**config.mk**
```make
export PLATFORM = sky130hd
export DESIGN_NAME = crcg_top
export DESIGN_NICKNAME = d
export VERILOG_FILES = /design/src/core/crcg_pkg.sv /design/src/core/crcg_byte_fold.sv /design/src/core/crcg_top.sv
export SDC_FILE = /design/constraint.sdc
export NUM_CORES = 1
export LEC_CHECK = 0
export BUFFER_PORTS_ARGS = -buffer_cell sky130_fd_sc_hd__buf_4
export CAP_MARGIN = 20
export CORE_UTILIZATION = 58
export DETAILED_ROUTE_END_ITERATION = 16
export PLACE_DENSITY = 0.79
export SETUP_SLACK_MARGIN = 0.02
export SLEW_MARGIN = 30
export SYNTH_ARGS = -nofsm -noshare
export SYNTH_HDL_FRONTEND = slang
export SYNTH_HIERARCHICAL = 1
export SYNTH_SLANG_ARGS = --single-unit
```
**constraint.sdc**
```tcl
create_clock -name core_clk -period 5.4 [get_ports core_clk]
set_input_delay 0.81 -clock core_clk [delete_from_list [all_inputs] [get_ports core_clk]]
set_output_delay 0.81 -clock core_clk [all_outputs]
set_load 0.05 [all_outputs]
```
**src/core/crcg_pkg.sv**
```systemverilog
// Summary of operation
// - 16-bit CRC, x16+x12+x5+1, LSB first
// - Each data write folds one byte
// - Halted CPU: scan program memory by words
// - Byte result visible on next clock edge
// - Result register writable seed, resets all ones
// - Halt with enable set starts range scan
// - Scan completion clears enable bit
// - Start registers are the live read pointer
// - Address bits one and zero stay zero
// - Enable set: start/end address writes dropped
// - Enable set: segment, data, result writes dropped
// - Reset end to 0xFFFC, segment fifteen
// - Enable bit: zero off, one on
// - Halt exit pauses; next halt resumes
// - Done when pointer meets end; no wake
package crcg_pkg;

  // ----------------------------------------------------------------
  // Register offsets
  // ----------------------------------------------------------------
  localparam logic [15:0] CRCG_OFS_START_ADDR = 16'hf0d0;
  localparam logic [15:0] CRCG_OFS_END_ADDR   = 16'hf0d2;
  localparam logic [15:0] CRCG_OFS_START_SEG  = 16'hf0d4;
  localparam logic [15:0] CRCG_OFS_END_SEG    = 16'hf0d6;
  localparam logic [15:0] CRCG_OFS_BYTE_IN    = 16'hf0d8;
  localparam logic [15:0] CRCG_OFS_RESULT     = 16'hf0da;
  localparam logic [15:0] CRCG_OFS_CONTROL    = 16'hf0dc;

  // ----------------------------------------------------------------
  // Reset values
  // ----------------------------------------------------------------
  localparam logic [15:0] CRCG_RST_START_ADDR = 16'h0000;
  localparam logic [15:0] CRCG_RST_END_ADDR   = 16'hfffc;
  localparam logic [7:0]  CRCG_RST_START_SEG  = 8'h00;
  localparam logic [7:0]  CRCG_RST_END_SEG    = 8'h0f;
  localparam logic [7:0]  CRCG_RST_BYTE_IN    = 8'h00;
  localparam logic [15:0] CRCG_RST_RESULT     = 16'hffff;
  localparam logic [7:0]  CRCG_RST_CONTROL    = 8'h00;

  // ----------------------------------------------------------------
  // Fields and arithmetic
  // ----------------------------------------------------------------
  localparam int          CRCG_AEN_BIT   = 0;
  localparam int          CRCG_ALIGN_LSB = 2;
  localparam logic [15:0] CRCG_POLY_REFL = 16'h8408;
  localparam logic [13:0] CRCG_WORD_STEP = 14'h0001;
  localparam logic [7:0]  CRCG_SEG_STEP  = 8'h01;

  // ----------------------------------------------------------------
  // Scan states
  // ----------------------------------------------------------------
  typedef enum logic [0:0] {
    CRCG_SCAN_IDLE  = 1'b0,
    CRCG_SCAN_FETCH = 1'b1
  } crcg_scan_e;

endpackage : crcg_pkg

```
**src/core/crcg_byte_fold.sv**
```systemverilog
`timescale 1ns/100ps

// Folds one byte into a running CRC, bit 0 of the byte first
module crcg_byte_fold
  import crcg_pkg::*;
(
  input  wire logic [15:0] crc_in,   // Running CRC before the byte
  input  wire logic [7:0]  data_in,  // Byte to fold
  output logic      [15:0] crc_out   // Running CRC after the byte
);

  // ----------------------------------------------------------------
  // Bitwise reflected update
  // ----------------------------------------------------------------
  // Shift right; when the bit shifted out differs from the data bit, xor the reflected polynomial
  always_comb begin
    logic [15:0] acc;
    logic        fb;
    acc = crc_in;
    fb  = 1'b0;
    for (int i = 0; i < 8; i++) begin
      fb  = acc[0] ^ data_in[i];
      acc = {1'b0, acc[15:1]};
      if (fb) begin
        acc = acc ^ CRCG_POLY_REFL;
      end
    end
    crc_out = acc;
  end

endmodule : crcg_byte_fold

```
**src/core/crcg_top.sv**
```systemverilog
// Local design decision: the address-and-strobe port.
`timescale 1ns/100ps

// CRC generator with software byte feed and halt-time program memory scan
module crcg_top
  import crcg_pkg::*;
(
  input  wire logic        core_clk,   // System clock, 25 MHz
  input  wire logic        rst_b,      // Synchronous reset, active low
  input  wire logic [15:0] reg_addr,   // Register byte address
  input  wire logic [15:0] reg_wdata,  // Register write data
  input  wire logic        reg_wr,     // Write strobe, one cycle
  input  wire logic        reg_rd,     // Read strobe, one cycle
  output logic      [15:0] reg_rdata,  // Read data, cycle after strobe
  input  wire logic        cpu_halt,   // CPU in halt or deep halt
  output logic             pm_req,     // Program memory fetch request
  output logic      [7:0]  pm_seg,     // Fetch segment
  output logic      [15:0] pm_addr,    // Fetch address, word aligned
  input  wire logic        pm_ack,     // Fetch data valid
  input  wire logic [31:0] pm_rdata,   // Fetched word, low byte lowest
  output logic             auto_busy   // Enable bit, for status
);

  // ----------------------------------------------------------------
  // Registers
  // ----------------------------------------------------------------
  logic [13:0] start_addr_ff;
  logic [13:0] end_addr_ff;
  logic [7:0]  start_seg_ff;
  logic [7:0]  end_seg_ff;
  logic [7:0]  byte_in_ff;
  logic [15:0] crc_ff;
  logic        aen_ff;
  logic [15:0] rdata_ff;
  crcg_scan_e  scan_ff;

  logic [13:0] nxt_start_addr;
  logic [13:0] nxt_end_addr;
  logic [7:0]  nxt_start_seg;
  logic [7:0]  nxt_end_seg;
  logic [7:0]  nxt_byte_in;
  logic [15:0] nxt_crc;
  logic        nxt_aen;
  logic [15:0] nxt_rdata;
  crcg_scan_e  nxt_scan;

  // ----------------------------------------------------------------
  // Address decode
  // ----------------------------------------------------------------
  // Word registers answer only at their even address
  wire hit_start_addr = (reg_addr == CRCG_OFS_START_ADDR);
  wire hit_end_addr   = (reg_addr == CRCG_OFS_END_ADDR);
  wire hit_start_seg  = (reg_addr == CRCG_OFS_START_SEG);
  wire hit_end_seg    = (reg_addr == CRCG_OFS_END_SEG);
  wire hit_byte_in    = (reg_addr == CRCG_OFS_BYTE_IN);
  wire hit_result     = (reg_addr == CRCG_OFS_RESULT);
  wire hit_control    = (reg_addr == CRCG_OFS_CONTROL);

  // Writes to range, data and result are refused while the scan is armed
  wire wr_open        = reg_wr && !aen_ff;
  wire wr_start_addr  = wr_open && hit_start_addr;
  wire wr_end_addr    = wr_open && hit_end_addr;
  wire wr_start_seg   = wr_open && hit_start_seg;
  wire wr_end_seg     = wr_open && hit_end_seg;
  wire wr_byte_in     = wr_open && hit_byte_in;
  wire wr_result      = wr_open && hit_result;
  wire wr_control     = reg_wr && hit_control;

  // ----------------------------------------------------------------
  // CRC datapath
  // ----------------------------------------------------------------
  logic [15:0] man_crc;
  logic [15:0] chain_crc [0:4];

  // Software path: one byte per write
  crcg_byte_fold u_man_fold (
    .crc_in  (crc_ff),
    .data_in (reg_wdata[7:0]),
    .crc_out (man_crc)
  );

  // Scan path: four bytes of the fetched word, lowest address first
  assign chain_crc[0] = crc_ff;
  for (genvar g = 0; g < 4; g++) begin : g_word_fold
    crcg_byte_fold u_fold (
      .crc_in  (chain_crc[g]),
      .data_in (pm_rdata[8*g +: 8]),
      .crc_out (chain_crc[g+1])
    );
  end

  wire [15:0] word_crc = chain_crc[4];

  // ----------------------------------------------------------------
  // Scan control
  // ----------------------------------------------------------------
  // A fetch starts only while armed and the CPU is halted
  wire scan_go     = aen_ff && cpu_halt;
  wire fetch_done  = (scan_ff == CRCG_SCAN_FETCH) && pm_ack;
  wire at_end      = (start_seg_ff == end_seg_ff) && (start_addr_ff == end_addr_ff);
  wire range_done  = fetch_done && at_end;

  // Pointer step: address word index with carry into the segment
  wire [14:0] addr_sum  = {1'b0, start_addr_ff} + {1'b0, CRCG_WORD_STEP};
  wire [13:0] addr_inc  = addr_sum[13:0];
  wire [7:0]  seg_inc   = addr_sum[14] ? (start_seg_ff + CRCG_SEG_STEP) : start_seg_ff;

  // Next scan state: a fetch in flight always completes, then the halt level decides
  always_comb begin
    nxt_scan = scan_ff;
    unique case (scan_ff)
      CRCG_SCAN_IDLE: begin
        if (scan_go) begin
          nxt_scan = CRCG_SCAN_FETCH;
        end
      end
      CRCG_SCAN_FETCH: begin
        if (pm_ack) begin
          nxt_scan = CRCG_SCAN_IDLE;
        end
      end
    endcase
  end

  // ----------------------------------------------------------------
  // Register next values
  // ----------------------------------------------------------------
  // Start pointer: software load when disarmed, hardware step on each non-final fetch
  assign nxt_start_addr = wr_start_addr ? reg_wdata[15:CRCG_ALIGN_LSB] :
                          (fetch_done && !at_end) ? addr_inc :
                          start_addr_ff;
  assign nxt_start_seg  = wr_start_seg ? reg_wdata[7:0] :
                          (fetch_done && !at_end) ? seg_inc :
                          start_seg_ff;

  // End of range: software only
  assign nxt_end_addr   = wr_end_addr ? reg_wdata[15:CRCG_ALIGN_LSB] : end_addr_ff;
  assign nxt_end_seg    = wr_end_seg  ? reg_wdata[7:0] : end_seg_ff;

  // Byte input keeps the last byte written
  assign nxt_byte_in    = wr_byte_in ? reg_wdata[7:0] : byte_in_ff;

  // Result: seed write, byte fold or word fold
  assign nxt_crc        = wr_result  ? reg_wdata :
                          wr_byte_in ? man_crc :
                          fetch_done ? word_crc :
                          crc_ff;

  // Enable: a software write in the completion cycle wins over the hardware clear
  assign nxt_aen        = wr_control ? reg_wdata[CRCG_AEN_BIT] :
                          range_done ? 1'b0 :
                          aen_ff;

  // ----------------------------------------------------------------
  // Read mux
  // ----------------------------------------------------------------
  // Unmapped and odd addresses read zero; low address bits read zero
  assign nxt_rdata = !reg_rd        ? rdata_ff :
                     hit_start_addr ? {start_addr_ff, 2'b00} :
                     hit_end_addr   ? {end_addr_ff, 2'b00} :
                     hit_start_seg  ? {8'h00, start_seg_ff} :
                     hit_end_seg    ? {8'h00, end_seg_ff} :
                     hit_byte_in    ? {8'h00, byte_in_ff} :
                     hit_result     ? crc_ff :
                     hit_control    ? {15'h0000, aen_ff} :
                     16'h0000;

  // ----------------------------------------------------------------
  // Flip-flops
  // ----------------------------------------------------------------
  // Range and pointer registers
  always_ff @(posedge core_clk) begin
    if (!rst_b) begin
      start_addr_ff <= CRCG_RST_START_ADDR[15:CRCG_ALIGN_LSB];
      end_addr_ff   <= CRCG_RST_END_ADDR[15:CRCG_ALIGN_LSB];
      start_seg_ff  <= CRCG_RST_START_SEG;
      end_seg_ff    <= CRCG_RST_END_SEG;
    end else begin
      start_addr_ff <= nxt_start_addr;
      end_addr_ff   <= nxt_end_addr;
      start_seg_ff  <= nxt_start_seg;
      end_seg_ff    <= nxt_end_seg;
    end
  end

  // Data, result and control registers
  always_ff @(posedge core_clk) begin
    if (!rst_b) begin
      byte_in_ff <= CRCG_RST_BYTE_IN;
      crc_ff     <= CRCG_RST_RESULT;
      aen_ff     <= CRCG_RST_CONTROL[CRCG_AEN_BIT];
      scan_ff    <= CRCG_SCAN_IDLE;
      rdata_ff   <= 16'h0000;
    end else begin
      byte_in_ff <= nxt_byte_in;
      crc_ff     <= nxt_crc;
      aen_ff     <= nxt_aen;
      scan_ff    <= nxt_scan;
      rdata_ff   <= nxt_rdata;
    end
  end

  // ----------------------------------------------------------------
  // Outputs
  // ----------------------------------------------------------------
  // Fetch request stays up until the memory answers
  assign pm_req    = (scan_ff == CRCG_SCAN_FETCH);
  assign pm_seg    = start_seg_ff;
  assign pm_addr   = {start_addr_ff, 2'b00};
  assign reg_rdata = rdata_ff;
  assign auto_busy = aen_ff;

  // ----------------------------------------------------------------
  // Assertions
  // ----------------------------------------------------------------
  // Reset leaves the full default range and an all-ones seed
  a_reset_range: assert property (
    @(posedge core_clk) $rose(rst_b) |->
      (pm_addr == 16'h0000) && (end_addr_ff == 14'h3fff) && (end_seg_ff == 8'h0f) && (crc_ff == 16'hffff))
    else $error("reset range or seed wrong");

  // A byte write shows its folded result on the next edge
  a_byte_fold: assert property (
    @(posedge core_clk) disable iff (!rst_b)
      (reg_wr && !aen_ff && reg_addr == 16'hf0d8) |=> (crc_ff == $past(man_crc)))
    else $error("byte fold missing next cycle");

  // Armed scan drops end address writes
  a_locked_range: assert property (
    @(posedge core_clk) disable iff (!rst_b)
      (reg_wr && aen_ff && (reg_addr == 16'hf0d2)) |=> $stable(end_addr_ff))
    else $error("end address written while armed");

  // Armed scan drops seed writes
  a_locked_seed: assert property (
    @(posedge core_clk) disable iff (!rst_b)
      (reg_wr && aen_ff && (reg_addr == 16'hf0da) && !pm_ack) |=> $stable(crc_ff))
    else $error("result written while armed");

  // Address reads always show aligned values
  a_align_read: assert property (
    @(posedge core_clk) disable iff (!rst_b)
      (reg_rd && (reg_addr == 16'hf0d0 || reg_addr == 16'hf0d2)) |=> (reg_rdata[1:0] == 2'b00))
    else $error("address low bits not zero");

  // No fetch starts unless armed and halted
  a_scan_gate: assert property (
    @(posedge core_clk) disable iff (!rst_b)
      (!pm_req && !(aen_ff && cpu_halt)) |=> !pm_req)
    else $error("fetch without armed halt");

  // Each non-final fetch advances the pointer by one word
  a_ptr_step: assert property (
    @(posedge core_clk) disable iff (!rst_b)
      (pm_req && pm_ack && !at_end && !reg_wr) |=>
        ({pm_seg, pm_addr} == $past({pm_seg, pm_addr}) + 24'h00_0004))
    else $error("pointer did not step by four");

  // Final fetch clears the enable and stops requesting
  a_done_clear: assert property (
    @(posedge core_clk) disable iff (!rst_b)
      (pm_req && pm_ack && at_end && !wr_control) |=> (!aen_ff ##1 !pm_req))
    else $error("scan completion did not disarm");

  // Word fold lands in the result
  a_word_fold: assert property (
    @(posedge core_clk) disable iff (!rst_b)
      (pm_req && pm_ack) |=> (crc_ff == $past(word_crc)))
    else $error("fetched word not folded");

  // Result reads return the register one cycle later
  a_read_result: assert property (
    @(posedge core_clk) disable iff (!rst_b)
      (reg_rd && reg_addr == 16'hf0da) |=> (reg_rdata == $past(crc_ff)))
    else $error("result read wrong");

  // Armed scan drops start address writes outside fetch answers
  a_locked_start: assert property (
    @(posedge core_clk) disable iff (!rst_b)
      (reg_wr && aen_ff && (reg_addr == CRCG_OFS_START_ADDR) && !pm_ack) |=> $stable(start_addr_ff))
    else $error("start address written while armed");

  // Armed scan drops end segment writes
  a_locked_segment: assert property (
    @(posedge core_clk) disable iff (!rst_b)
      (reg_wr && aen_ff && (reg_addr == CRCG_OFS_END_SEG)) |=> $stable(end_seg_ff))
    else $error("end segment written while armed");

  // Armed scan drops data byte writes
  a_locked_byte: assert property (
    @(posedge core_clk) disable iff (!rst_b)
      (reg_wr && aen_ff && (reg_addr == CRCG_OFS_BYTE_IN)) |=> $stable(byte_in_ff))
    else $error("data byte written while armed");

  // Disarmed seed write loads the result as written
  a_seed_load: assert property (
    @(posedge core_clk) disable iff (!rst_b)
      (reg_wr && !aen_ff && (reg_addr == CRCG_OFS_RESULT)) |=> (crc_ff == $past(reg_wdata)))
    else $error("seed write not loaded");

  // Control writes take effect whatever the scan state
  a_ctrl_write: assert property (
    @(posedge core_clk) disable iff (!rst_b)
      (reg_wr && (reg_addr == CRCG_OFS_CONTROL)) |=> (aen_ff == $past(reg_wdata[CRCG_AEN_BIT])))
    else $error("enable bit not written");

  // A pending fetch holds its request and pointer
  a_req_hold: assert property (
    @(posedge core_clk) disable iff (!rst_b)
      (pm_req && !pm_ack && !reg_wr) |=> (pm_req && $stable(pm_seg) && $stable(pm_addr)))
    else $error("fetch request moved before answer");

  // The request drops right after each answer
  a_req_drop: assert property (
    @(posedge core_clk) disable iff (!rst_b)
      (pm_req && pm_ack) |=> !pm_req)
    else $error("request held after answer");

  // Without halt an idle scan stays idle
  a_pause_hold: assert property (
    @(posedge core_clk) disable iff (!rst_b)
      (!pm_req && !cpu_halt) |=> !pm_req)
    else $error("fetch started outside halt");

  // Armed and halted, an idle scan fetches next cycle
  a_scan_start: assert property (
    @(posedge core_clk) disable iff (!rst_b)
      (!pm_req && aen_ff && cpu_halt) |=> pm_req)
    else $error("armed halt did not start a fetch");

  // The final fetch leaves the pointer at the end
  a_end_hold: assert property (
    @(posedge core_clk) disable iff (!rst_b)
      (pm_req && pm_ack && at_end && !reg_wr) |=> $stable({pm_seg, pm_addr}))
    else $error("pointer moved past the end");

endmodule : crcg_top

```
==> run metrics, run 1 <==
number of enable flip-flop cells after synthesis=0; Most used DFF post-synth=dfxtp_1; final WL=21,000 um; Cell Area, Synth=6800 um^2; Root Driver=clkbuf_16; Area contributors post-synth=dfxtp_1 (25%), xnor2_1 (10%), xnor3_1 (8.3%), nand2_1 (4.9%), xnor2_2 (4.8%); hold_ws=roughly 460 ps; CTS H-tree depth=3; CTS Hold Buffers Added=0; outcome=finished clean; Worst Max-Slew Pin Slew=985 ps; fraction of layout cells with a size suffix above 1=0.212; Post-CTS Setup Inserts=0; first-pass GRT wire length=around 32,000 um; crit path cell chain=buf_4 > xnor2_2 > xor3_4 > xnor2_2 > xor3_4 > xnor2_2 > xor3_4 > xnor2_2 > xor3_4 > or3_1 > o211ai_1 > a32oi_1; 1st-pass router iterations=5; die height=~110 um; slowest stage delay, CP=500 ps; Top-Level Pins=112; delay-heaviest family, CP=XOR/XNOR gates; fin cells=967; final hold violation count=0; startpoint types=primary input; number of routed nets with antenna violations=0; clock skew=~9.5 ps; DR iter-0 viols=770; Die X=between 100 and 150 um; die area=about 12,000 um^2; placer congestion estimate=0.939; CP max FO=5; leakage=3.23 nW; largest net degree at the start of global routing=55; placed insts=between 900 and 1,000; RSZ-0062 raised after global routing=false; post-synthesis xor/xnor area fraction=0.327; PostCTS Resize Cnt=0; Worst slew margin=0.338; GRT Util Overall=0.358; vias in the first global route=approximately 5,800; Core Area=11,400 um^2; DP HPWL=15,300 um; final worst path period share=0.878; main combinational cell family by area after synthesis=XOR/XNOR gates; most common cell in the netlist=nand2_1; pwr/cell area=about 340 nW/um^2; drt drc=0; Max-Cap Viols=0; # rows=39; Wirelength per Cell=21.7 um; Clock Path Buffers=2; via count=6,195; Antenna Cells=0; CP bufs+invs=1; dpl cell area=7640 um^2; crit end category=register; final setup fails=0; CTS tree=done; post-synthesis mux area share=0.0243; initial antenna violation count=0; Mean Syn Cell Area=9.19 um^2; fin. max-slew vios=0; asr flop ratio synth=0; area delta synth->final=16.8%; Final Cell Area=7940 um^2; top-area cell type share of the netlist area=0.253; HP Class=register to register; clock sinks=86; Skew-Pair Late Insertion Delay=350 ps; final net count=892; Req. time, crit path=around 5600 ps; Final Core Density=0.695; synthesized flop and latch total=86; Adder-Cell Fraction of Synth Area=0.00368; WS Path Type=primary input to register; Inserted Clock Buffers=9; post-synthesis cell type count=58; Reg clk slew, reported paths=~70 ps; simple-gate share of the synthesized area=0.191; maximum clock frequency=about 210 MHz; Fillers=937; Initial Utilization=0.595; synth cell count leaders=nand2_1 (89), dfxtp_1 (86), xnor2_1 (79); multi-input logic area=4850 um^2; Port Buffers=about 110; synth warn=6; Worst Path Arrival=just under 5000 ps; Peak VDD IR=approximately 0.00058 V; area leader, netlist=dfxtp_1; Synth Instances=740; Synth Area in Compound Gates=0.166; DR vias/cell=between 6 and 7; register area share after synthesis=0.253; slowest CP cell=xor3_4; Sum Neg Setup Slack=0 ps; sequential cell area=between 1500 and 2000 um^2; Tmin final=4740 ps; overflow left after global routing=0
## layer usage
layer  vias up  global-route usage  part of all wire
met4         0               0.155             0.037
met3        64              0.0958              0.11
li1       2815                   -                 -
met5         -                   0                 0
met2       390               0.536              0.44
met1      2926               0.486              0.41
## flip-flops by register name, summed over array words and instances (netlist names), 8 cells and up
signal         count
crc_ff            16
reg_rdata         16
end_addr_ff       14
start_addr_ff     14
byte_in_ff         8
end_seg_ff         8
pm_seg             8
## cell usage in the layout, fill, tap and decap left out, types with 15 or more instances in the layout
cell type	count
a21oi_1	52
a31oi_1	17
buf_4	113
dfxtp_1	86
nand2_1	89
nand2b_1	17
nand3_1	34
nand4_1	19
nor2_1	25
nor2b_1	15
o211ai_1	19
o21ai_0	29
xnor2_1	79
xnor2_2	20
xnor3_1	25
xor2_1	15
## power breakdown
group | total [W] | internal [W] | switching (W) | leakage (nW)
Clock | 0.000637 | 0.000361 | 0.000276 | 0.144
Sequential | 0.000636 | 0.000635 | 0.000000587 | 0.694
Combinational | 0.00141 | 0.000889 | 0.000525 | 2.39
## logic make-up after synthesis
group / Yosys count
buffers and inverters: 56
XOR/XNOR: 159
flip-flops: 86
adder cells (fa/ha/maj): 2
multiplexers: 16
other: 1
AND/OR/NAND/NOR: 248
AO/OA/AOI/OAI: 172
## final timing paths
check / cells after the start / to / slack [ps] / from
setup / recovery: 12 / crc_ff[2] / 660 / pm_rdata[2]
hold / removal: 2 / byte_in_ff[5] / 460 / byte_in_ff[5]
setup reg to reg: 11 / crc_ff[2] / 800 / crc_ff[2]
hold reg to reg: 2 / byte_in_ff[5] / 460 / byte_in_ff[5]
## cell type report
type | count | area share
clock buffers | 9 | 0.0284
multi-input cells | 599 | 0.611
repair buffers | 113 | 0.107
flip-flops and latches | 86 | 0.217
well taps | 143 | 0.0225
clock inverters | 6 | 0.00898
inverters | 11 | 0.00520
## worst reg2reg max path: cells and delay by family, from the launching register on
kind            cells  cell delay [ps]
xor+xnor            8             3400
flops               1              410
simple gates        1              380
compound gates      2              250
## per-stage QoR
| step | setup slack (ps) | power, W |
|---|---|---|
| floorplan | 885 | 0.00182 |
| global placement | 544 | 0.00201 |
| detailed placement | 343 | 0.00204 |
| CTS | 690 | 0.00268 |
| global route | 486 | 0.00276 |
| finish | 658 | 0.00269 |
No activity file was read; power rests on OpenSTA's default activity.
==> run 2: changes to the inputs <==
--- a/config.mk
+++ b/config.mk
@@ -17,2 +17,3 @@
 export SYNTH_HIERARCHICAL = 1
 export SYNTH_SLANG_ARGS = --single-unit
+export TNS_END_PERCENT = 100
==> constraint.sdc (replaced) <==
create_clock -name core_clk -period 5.4 [get_ports core_clk]
set_input_delay 0.27 -clock core_clk [delete_from_list [all_inputs] [get_ports core_clk]]
set_output_delay 0.27 -clock core_clk [all_outputs]
set_load 0.05 [all_outputs]
==> run metrics, run 2 (synthesis results as in run 1) <==
outcome=finished clean (unchanged); Peak VDD IR=0.000534 V (was 0.000576 V); Antenna Cells=0 (unchanged); clock sinks=86 (unchanged); slowest stage delay, CP=490 ps (was 500 ps); reg2reg path depth=11 (unchanged); startpoint types=register (was primary input); initial antenna violation count=0 (unchanged); placer congestion estimate=0.940 (was 0.939); Max-Cap Viols=0 (unchanged); Worst Path Arrival=4700 ps (was 4930 ps); fin. max-slew vios=0 (unchanged); WHS Endpoint=end_addr_ff[13] (was byte_in_ff[5]); CTS H-tree depth=3 (unchanged); largest net degree at the start of global routing=55 (unchanged); slowest CP cell=xor3_4 (unchanged); final worst path period share=0.834 (was 0.878); Hold Path Depth=3 (was 2); RSZ-0062 raised after global routing=false (unchanged); Inserted Clock Buffers=9 (unchanged); worst setup path startpoint=crc_ff[2] (was pm_rdata[2]); CTS tree=done (unchanged); Worst Max-Slew Pin Slew=1010 ps (was 985 ps); final setup fails=0 (unchanged); DR iter-0 viols=668 (was 770); clock skew=7.26 ps (was 9.51 ps); most frequent cells in the layout=buf_4 (112), nand2_1 (89), dfxtp_1 (86) (was buf_4 (113), nand2_1 (89), dfxtp_1 (86)); pwr/cell area=338 nW/um^2 (about the same); Hold Crit Start=reg_wdata[15] (was byte_in_ff[5]); Clock Path Buffers=2 (unchanged); delay-heaviest family, CP=XOR/XNOR gates (unchanged); fraction of layout cells with a size suffix above 1=0.207 (was 0.212); WS Path Type=register to register (was primary input to register); crit end category=register (unchanged); 1st-pass router iterations=7 (was 5); DR vias/cell=6.43 (was 6.41); crit path cell chain=xnor2_2 > xor3_4 > xnor2_2 > xor3_4 > xnor2_2 > xor3_4 > xnor2_2 > xor3_4 > or3_1 > o211ai_1 > a32oi_1 (was buf_4 > xnor2_2 > xor3_4 > xnor2_2 > xor3_4 > xnor2_2 > xor3_4 > xnor2_2 > xor3_4 > or3_1 > o211ai_1 > a32oi_1); Tmin final=4500 ps (was 4740 ps); Skew-Pair Late Insertion Delay=350 ps (about the same); Initial Utilization=0.595 (unchanged); Sum Neg Setup Slack=0 ps (unchanged); commonest non-fill, non-tap cell in the layout=buf_4 (unchanged); Worst slew margin=0.324 (was 0.338); sequential cell area=1720 um^2 (unchanged); first-pass GRT wire length=31,500 um (was 32,200 um); final setup margin=899 ps (was 658 ps); PostCTS Resize Cnt=0 (unchanged); vias in the first global route=5,751 (was 5,785); final WL=20,900 um (was 21,000 um); number of routed nets with antenna violations=0 (unchanged); Die X=110 um (unchanged); overflow left after global routing=0 (unchanged); CP bufs+invs=0 (was 1); final net count=891 (was 892); Top-Level Pins=112 (unchanged); final hold violation count=0 (unchanged); HP Class=primary input to register (was register to register); leakage=3.21 nW (was 3.23 nW); Req. time, crit path=5600 ps (was 5590 ps); multi-input logic area=4850 um^2 (unchanged); CP max FO=5 (unchanged); dpl ws=925 ps (was 343 ps); GRT Util Overall=0.354 (was 0.358); Reg clk slew, reported paths=60 ps (was 70 ps); Wirelength per Cell=21.6 um (was 21.7 um); Root Driver=clkbuf_16 (unchanged); Fillers=930 (was 937); CTS Hold Buffers Added=0 (unchanged); Port Buffers=109 (unchanged); R2R Setup Slk=900 ps (was 800 ps); maximum clock frequency=222 MHz (was 211 MHz); die area=12,200 um^2 (unchanged); die height=110 um (unchanged); Core Area=11,400 um^2 (unchanged); # rows=39 (unchanged); FF-to-FF End=crc_ff[2] (unchanged); Post-CTS Setup Inserts=0 (unchanged); drt drc=0 (unchanged); r2r startpoint=crc_ff[2] (unchanged); DP HPWL=15,300 um (about the same); area delta synth->final=16.3% (was 16.8%); via count=6,206 (was 6,195)
-- run 2: metal layers --
metal  routed length, um  track usage
met5                   0            0
met4                 855        0.149
met3                2300        0.117
met2                9070        0.520
met1                8650        0.475
-- run 2: per-stage QoR --
step	hold WS, ps	area (um^2)	total power [W]	cells	utilization
after detailed placement	455	7630	0.00206	951	0.668
after global routing	172	7910	0.00277	965	0.692
final	158	7910	0.00267	965	0.692
after CTS	155	7900	0.00267	965	0.692
after global placement	438	7630	0.00203	951	0.668
after floorplan	394	6800	0.00182	741	-
-- run 2: cell type report --
cell class,count,area share
clock inverter,2,0.00443
inverter,11,0.00522
clock buffer,12,0.0299
multi-input combinational,599,0.614
sequential,86,0.218
tap,143,0.0226
timing repair buffer,112,0.106
-- run 2: worst max path at each step --
stage	endpoint	cells past startpoint
finish	crc_ff[2]	11
detailed placement	crc_ff[2]	12
global route	crc_ff[2]	11
CTS	crc_ff[2]	11
floorplan	crc_ff[2]	11
global placement	crc_ff[2]	12
-- run 2: worst register-to-register path, stage by stage, from the launching register on --
cell      delay (ps)
dfxtp_1          380
xnor2_2          350
xor3_4           490
xnor2_2          360
xor3_4           490
xnor2_2          320
xor3_4           480
xnor2_2          370
xor3_4           490
or3_1            380
o211ai_1          90
a32oi_1          140
-- run 2: power breakdown --
group	switching (W)	leakage [nW]	internal, W
Combinational	0.000541	2.39	0.000889
Sequential	0.000000592	0.694	0.000635
Clock	0.000256	0.132	0.000353
==> run 3: changes to the inputs <==
- clock period: 5.4 -> 4.3 ns (I/O delays scaled with it)
==> run metrics, run 3 (synthesis results as in run 1) <==
Initial Utilization=0.595 (unchanged); # rows=39 (unchanged); Inserted Clock Buffers=9 (unchanged); Sum Neg Setup Slack=0 ps (unchanged); 1st-pass router iterations=7 (unchanged); first-pass GRT wire length=32,400 um (was 31,500 um); fraction of layout cells with a size suffix above 1=0.229 (was 0.207); final setup fails=0 (unchanged); Die X=110 um (unchanged); CTS H-tree depth=3 (unchanged); Top-Level Pins=112 (unchanged); Req. time, crit path=4500 ps (was 5600 ps); Reg clk slew, reported paths=60 ps (about the same); largest net degree at the start of global routing=55 (unchanged); area delta synth->final=19.6% (was 16.3%); drt drc=0 (unchanged); Worst slew margin=0.383 (was 0.324); initial antenna violation count=0 (unchanged); DR vias/cell=6.43 (about the same); placer congestion estimate=0.999 (was 0.940); fin cells=984 (was 965); Hold Path Depth=3 (unchanged); PostCTS Resize Cnt=0 (unchanged); CP max FO=4 (was 5); fin. max-slew vios=0 (unchanged); Core Area=11,400 um^2 (unchanged); dpl ws=134 ps (was 925 ps); commonest non-fill, non-tap cell in the layout=buf_4 (unchanged); Tmin final=4100 ps (was 4500 ps); final WL=21,300 um (was 20,900 um); startpoint types=register (unchanged); reg2reg path depth=11 (unchanged); pwr/cell area=431 nW/um^2 (was 338 nW/um^2); RSZ-0062 raised after global routing=true (was false); Peak VDD IR=0.000691 V (was 0.000534 V); Clock Path Buffers=2 (unchanged); final hold violation count=0 (unchanged); R2R Setup Slk=200 ps (was 900 ps); overflow left after global routing=0 (unchanged); die height=110 um (unchanged); HP Class=primary input to register (unchanged); final setup margin=202 ps (was 899 ps); GRT Util Overall=0.361 (was 0.354); leakage=3.34 nW (was 3.21 nW); most frequent cells in the layout=buf_4 (130), nand2_1 (89), dfxtp_1 (85) (was buf_4 (112), nand2_1 (89), dfxtp_1 (86)); CTS tree=done (unchanged); Fillers=888 (was 930); placed insts=968 (was 951); WS Path Type=register to register (unchanged); CTS Hold Buffers Added=0 (unchanged); Post-CTS Setup Inserts=0 (unchanged); via count=6,323 (was 6,206); Worst Path Arrival=4290 ps (was 4700 ps); Wirelength per Cell=21.7 um (was 21.6 um); Worst Max-Slew Pin Slew=923 ps (was 1010 ps); Antenna Cells=0 (unchanged); Port Buffers=109 (unchanged); clock sinks=86 (unchanged); number of routed nets with antenna violations=0 (unchanged); die area=12,200 um^2 (unchanged); vias in the first global route=5,926 (was 5,751); final net count=909 (was 891); DR iter-0 viols=728 (was 668); Max-Cap Viols=0 (unchanged); Final Core Density=0.712 (was 0.692); crit end category=register (unchanged); Root Driver=clkbuf_16 (unchanged); DP HPWL=15,800 um (was 15,300 um); Skew-Pair Late Insertion Delay=340 ps (was 350 ps); clock skew=4.73 ps (was 7.26 ps); outcome=finished clean (unchanged); final worst path period share=0.953 (was 0.834); maximum clock frequency=244 MHz (was 222 MHz)
run 3: final timing paths:
path	from	endpoint
setup / recovery	crc_ff[0]	crc_ff[0]
hold / removal	reg_wdata[14]	end_addr_ff[12]
setup reg to reg	crc_ff[0]	crc_ff[0]
hold reg to reg	byte_in_ff[2]	byte_in_ff[2]
run 3: per-layer routing:
layer | up-vias | GRT usage | part of all wire
met4 | 0 | 0.153 | 0.034
met2 | 383 | 0.539 | 0.44
met1 | 3030 | 0.507 | 0.41
met5 | - | 0 | 0
met3 | 53 | 0.0711 | 0.11
li1 | 2857 | - | -
run 3: power by group:
part | switching [W] | internal [W]
sequential | 0.000000758 | 0.000798
combinational | 0.000703 | 0.00118
clock | 0.000319 | 0.000503
run 3: final cells by class:
class / count / area, um^2 / area share
Clock buffer: 10 / 229 / 0.0282
Clock inverter: 5 / 75.1 / 0.00923
Inverter: 11 / 41.3 / 0.00508
Multi-Input combinational cell: 599 / 4910 / 0.604
Sequential cell: 86 / 1720 / 0.212
Tap cell: 143 / 179 / 0.0220
Timing Repair Buffer: 130 / 976 / 0.120
run 3: worst max-delay path: stages (launching register included):
cell and delay (ps):
dfxtp_1 340, xnor2_2 310, xor3_1 460, xnor2_2 330
xor3_1 500, xnor2_4 260, xor3_1 480, xnor2_4 270
xor3_1 390, or3_1 390, o211ai_1 90, a32oi_1 130
run 3: per-stage QoR:
| stage | total power (W) | instance area [um^2] | hold slack [ps] |
|---|---|---|---|
| floorplan | 0.00229 | 6800 | 339 |
| global placement | 0.00261 | 7760 | 437 |
| detailed placement | 0.00263 | 7760 | 460 |
| CTS | 0.00346 | 8060 | 108 |
| global route | 0.00362 | 8130 | 124 |
| finish | 0.00350 | 8130 | 107 |
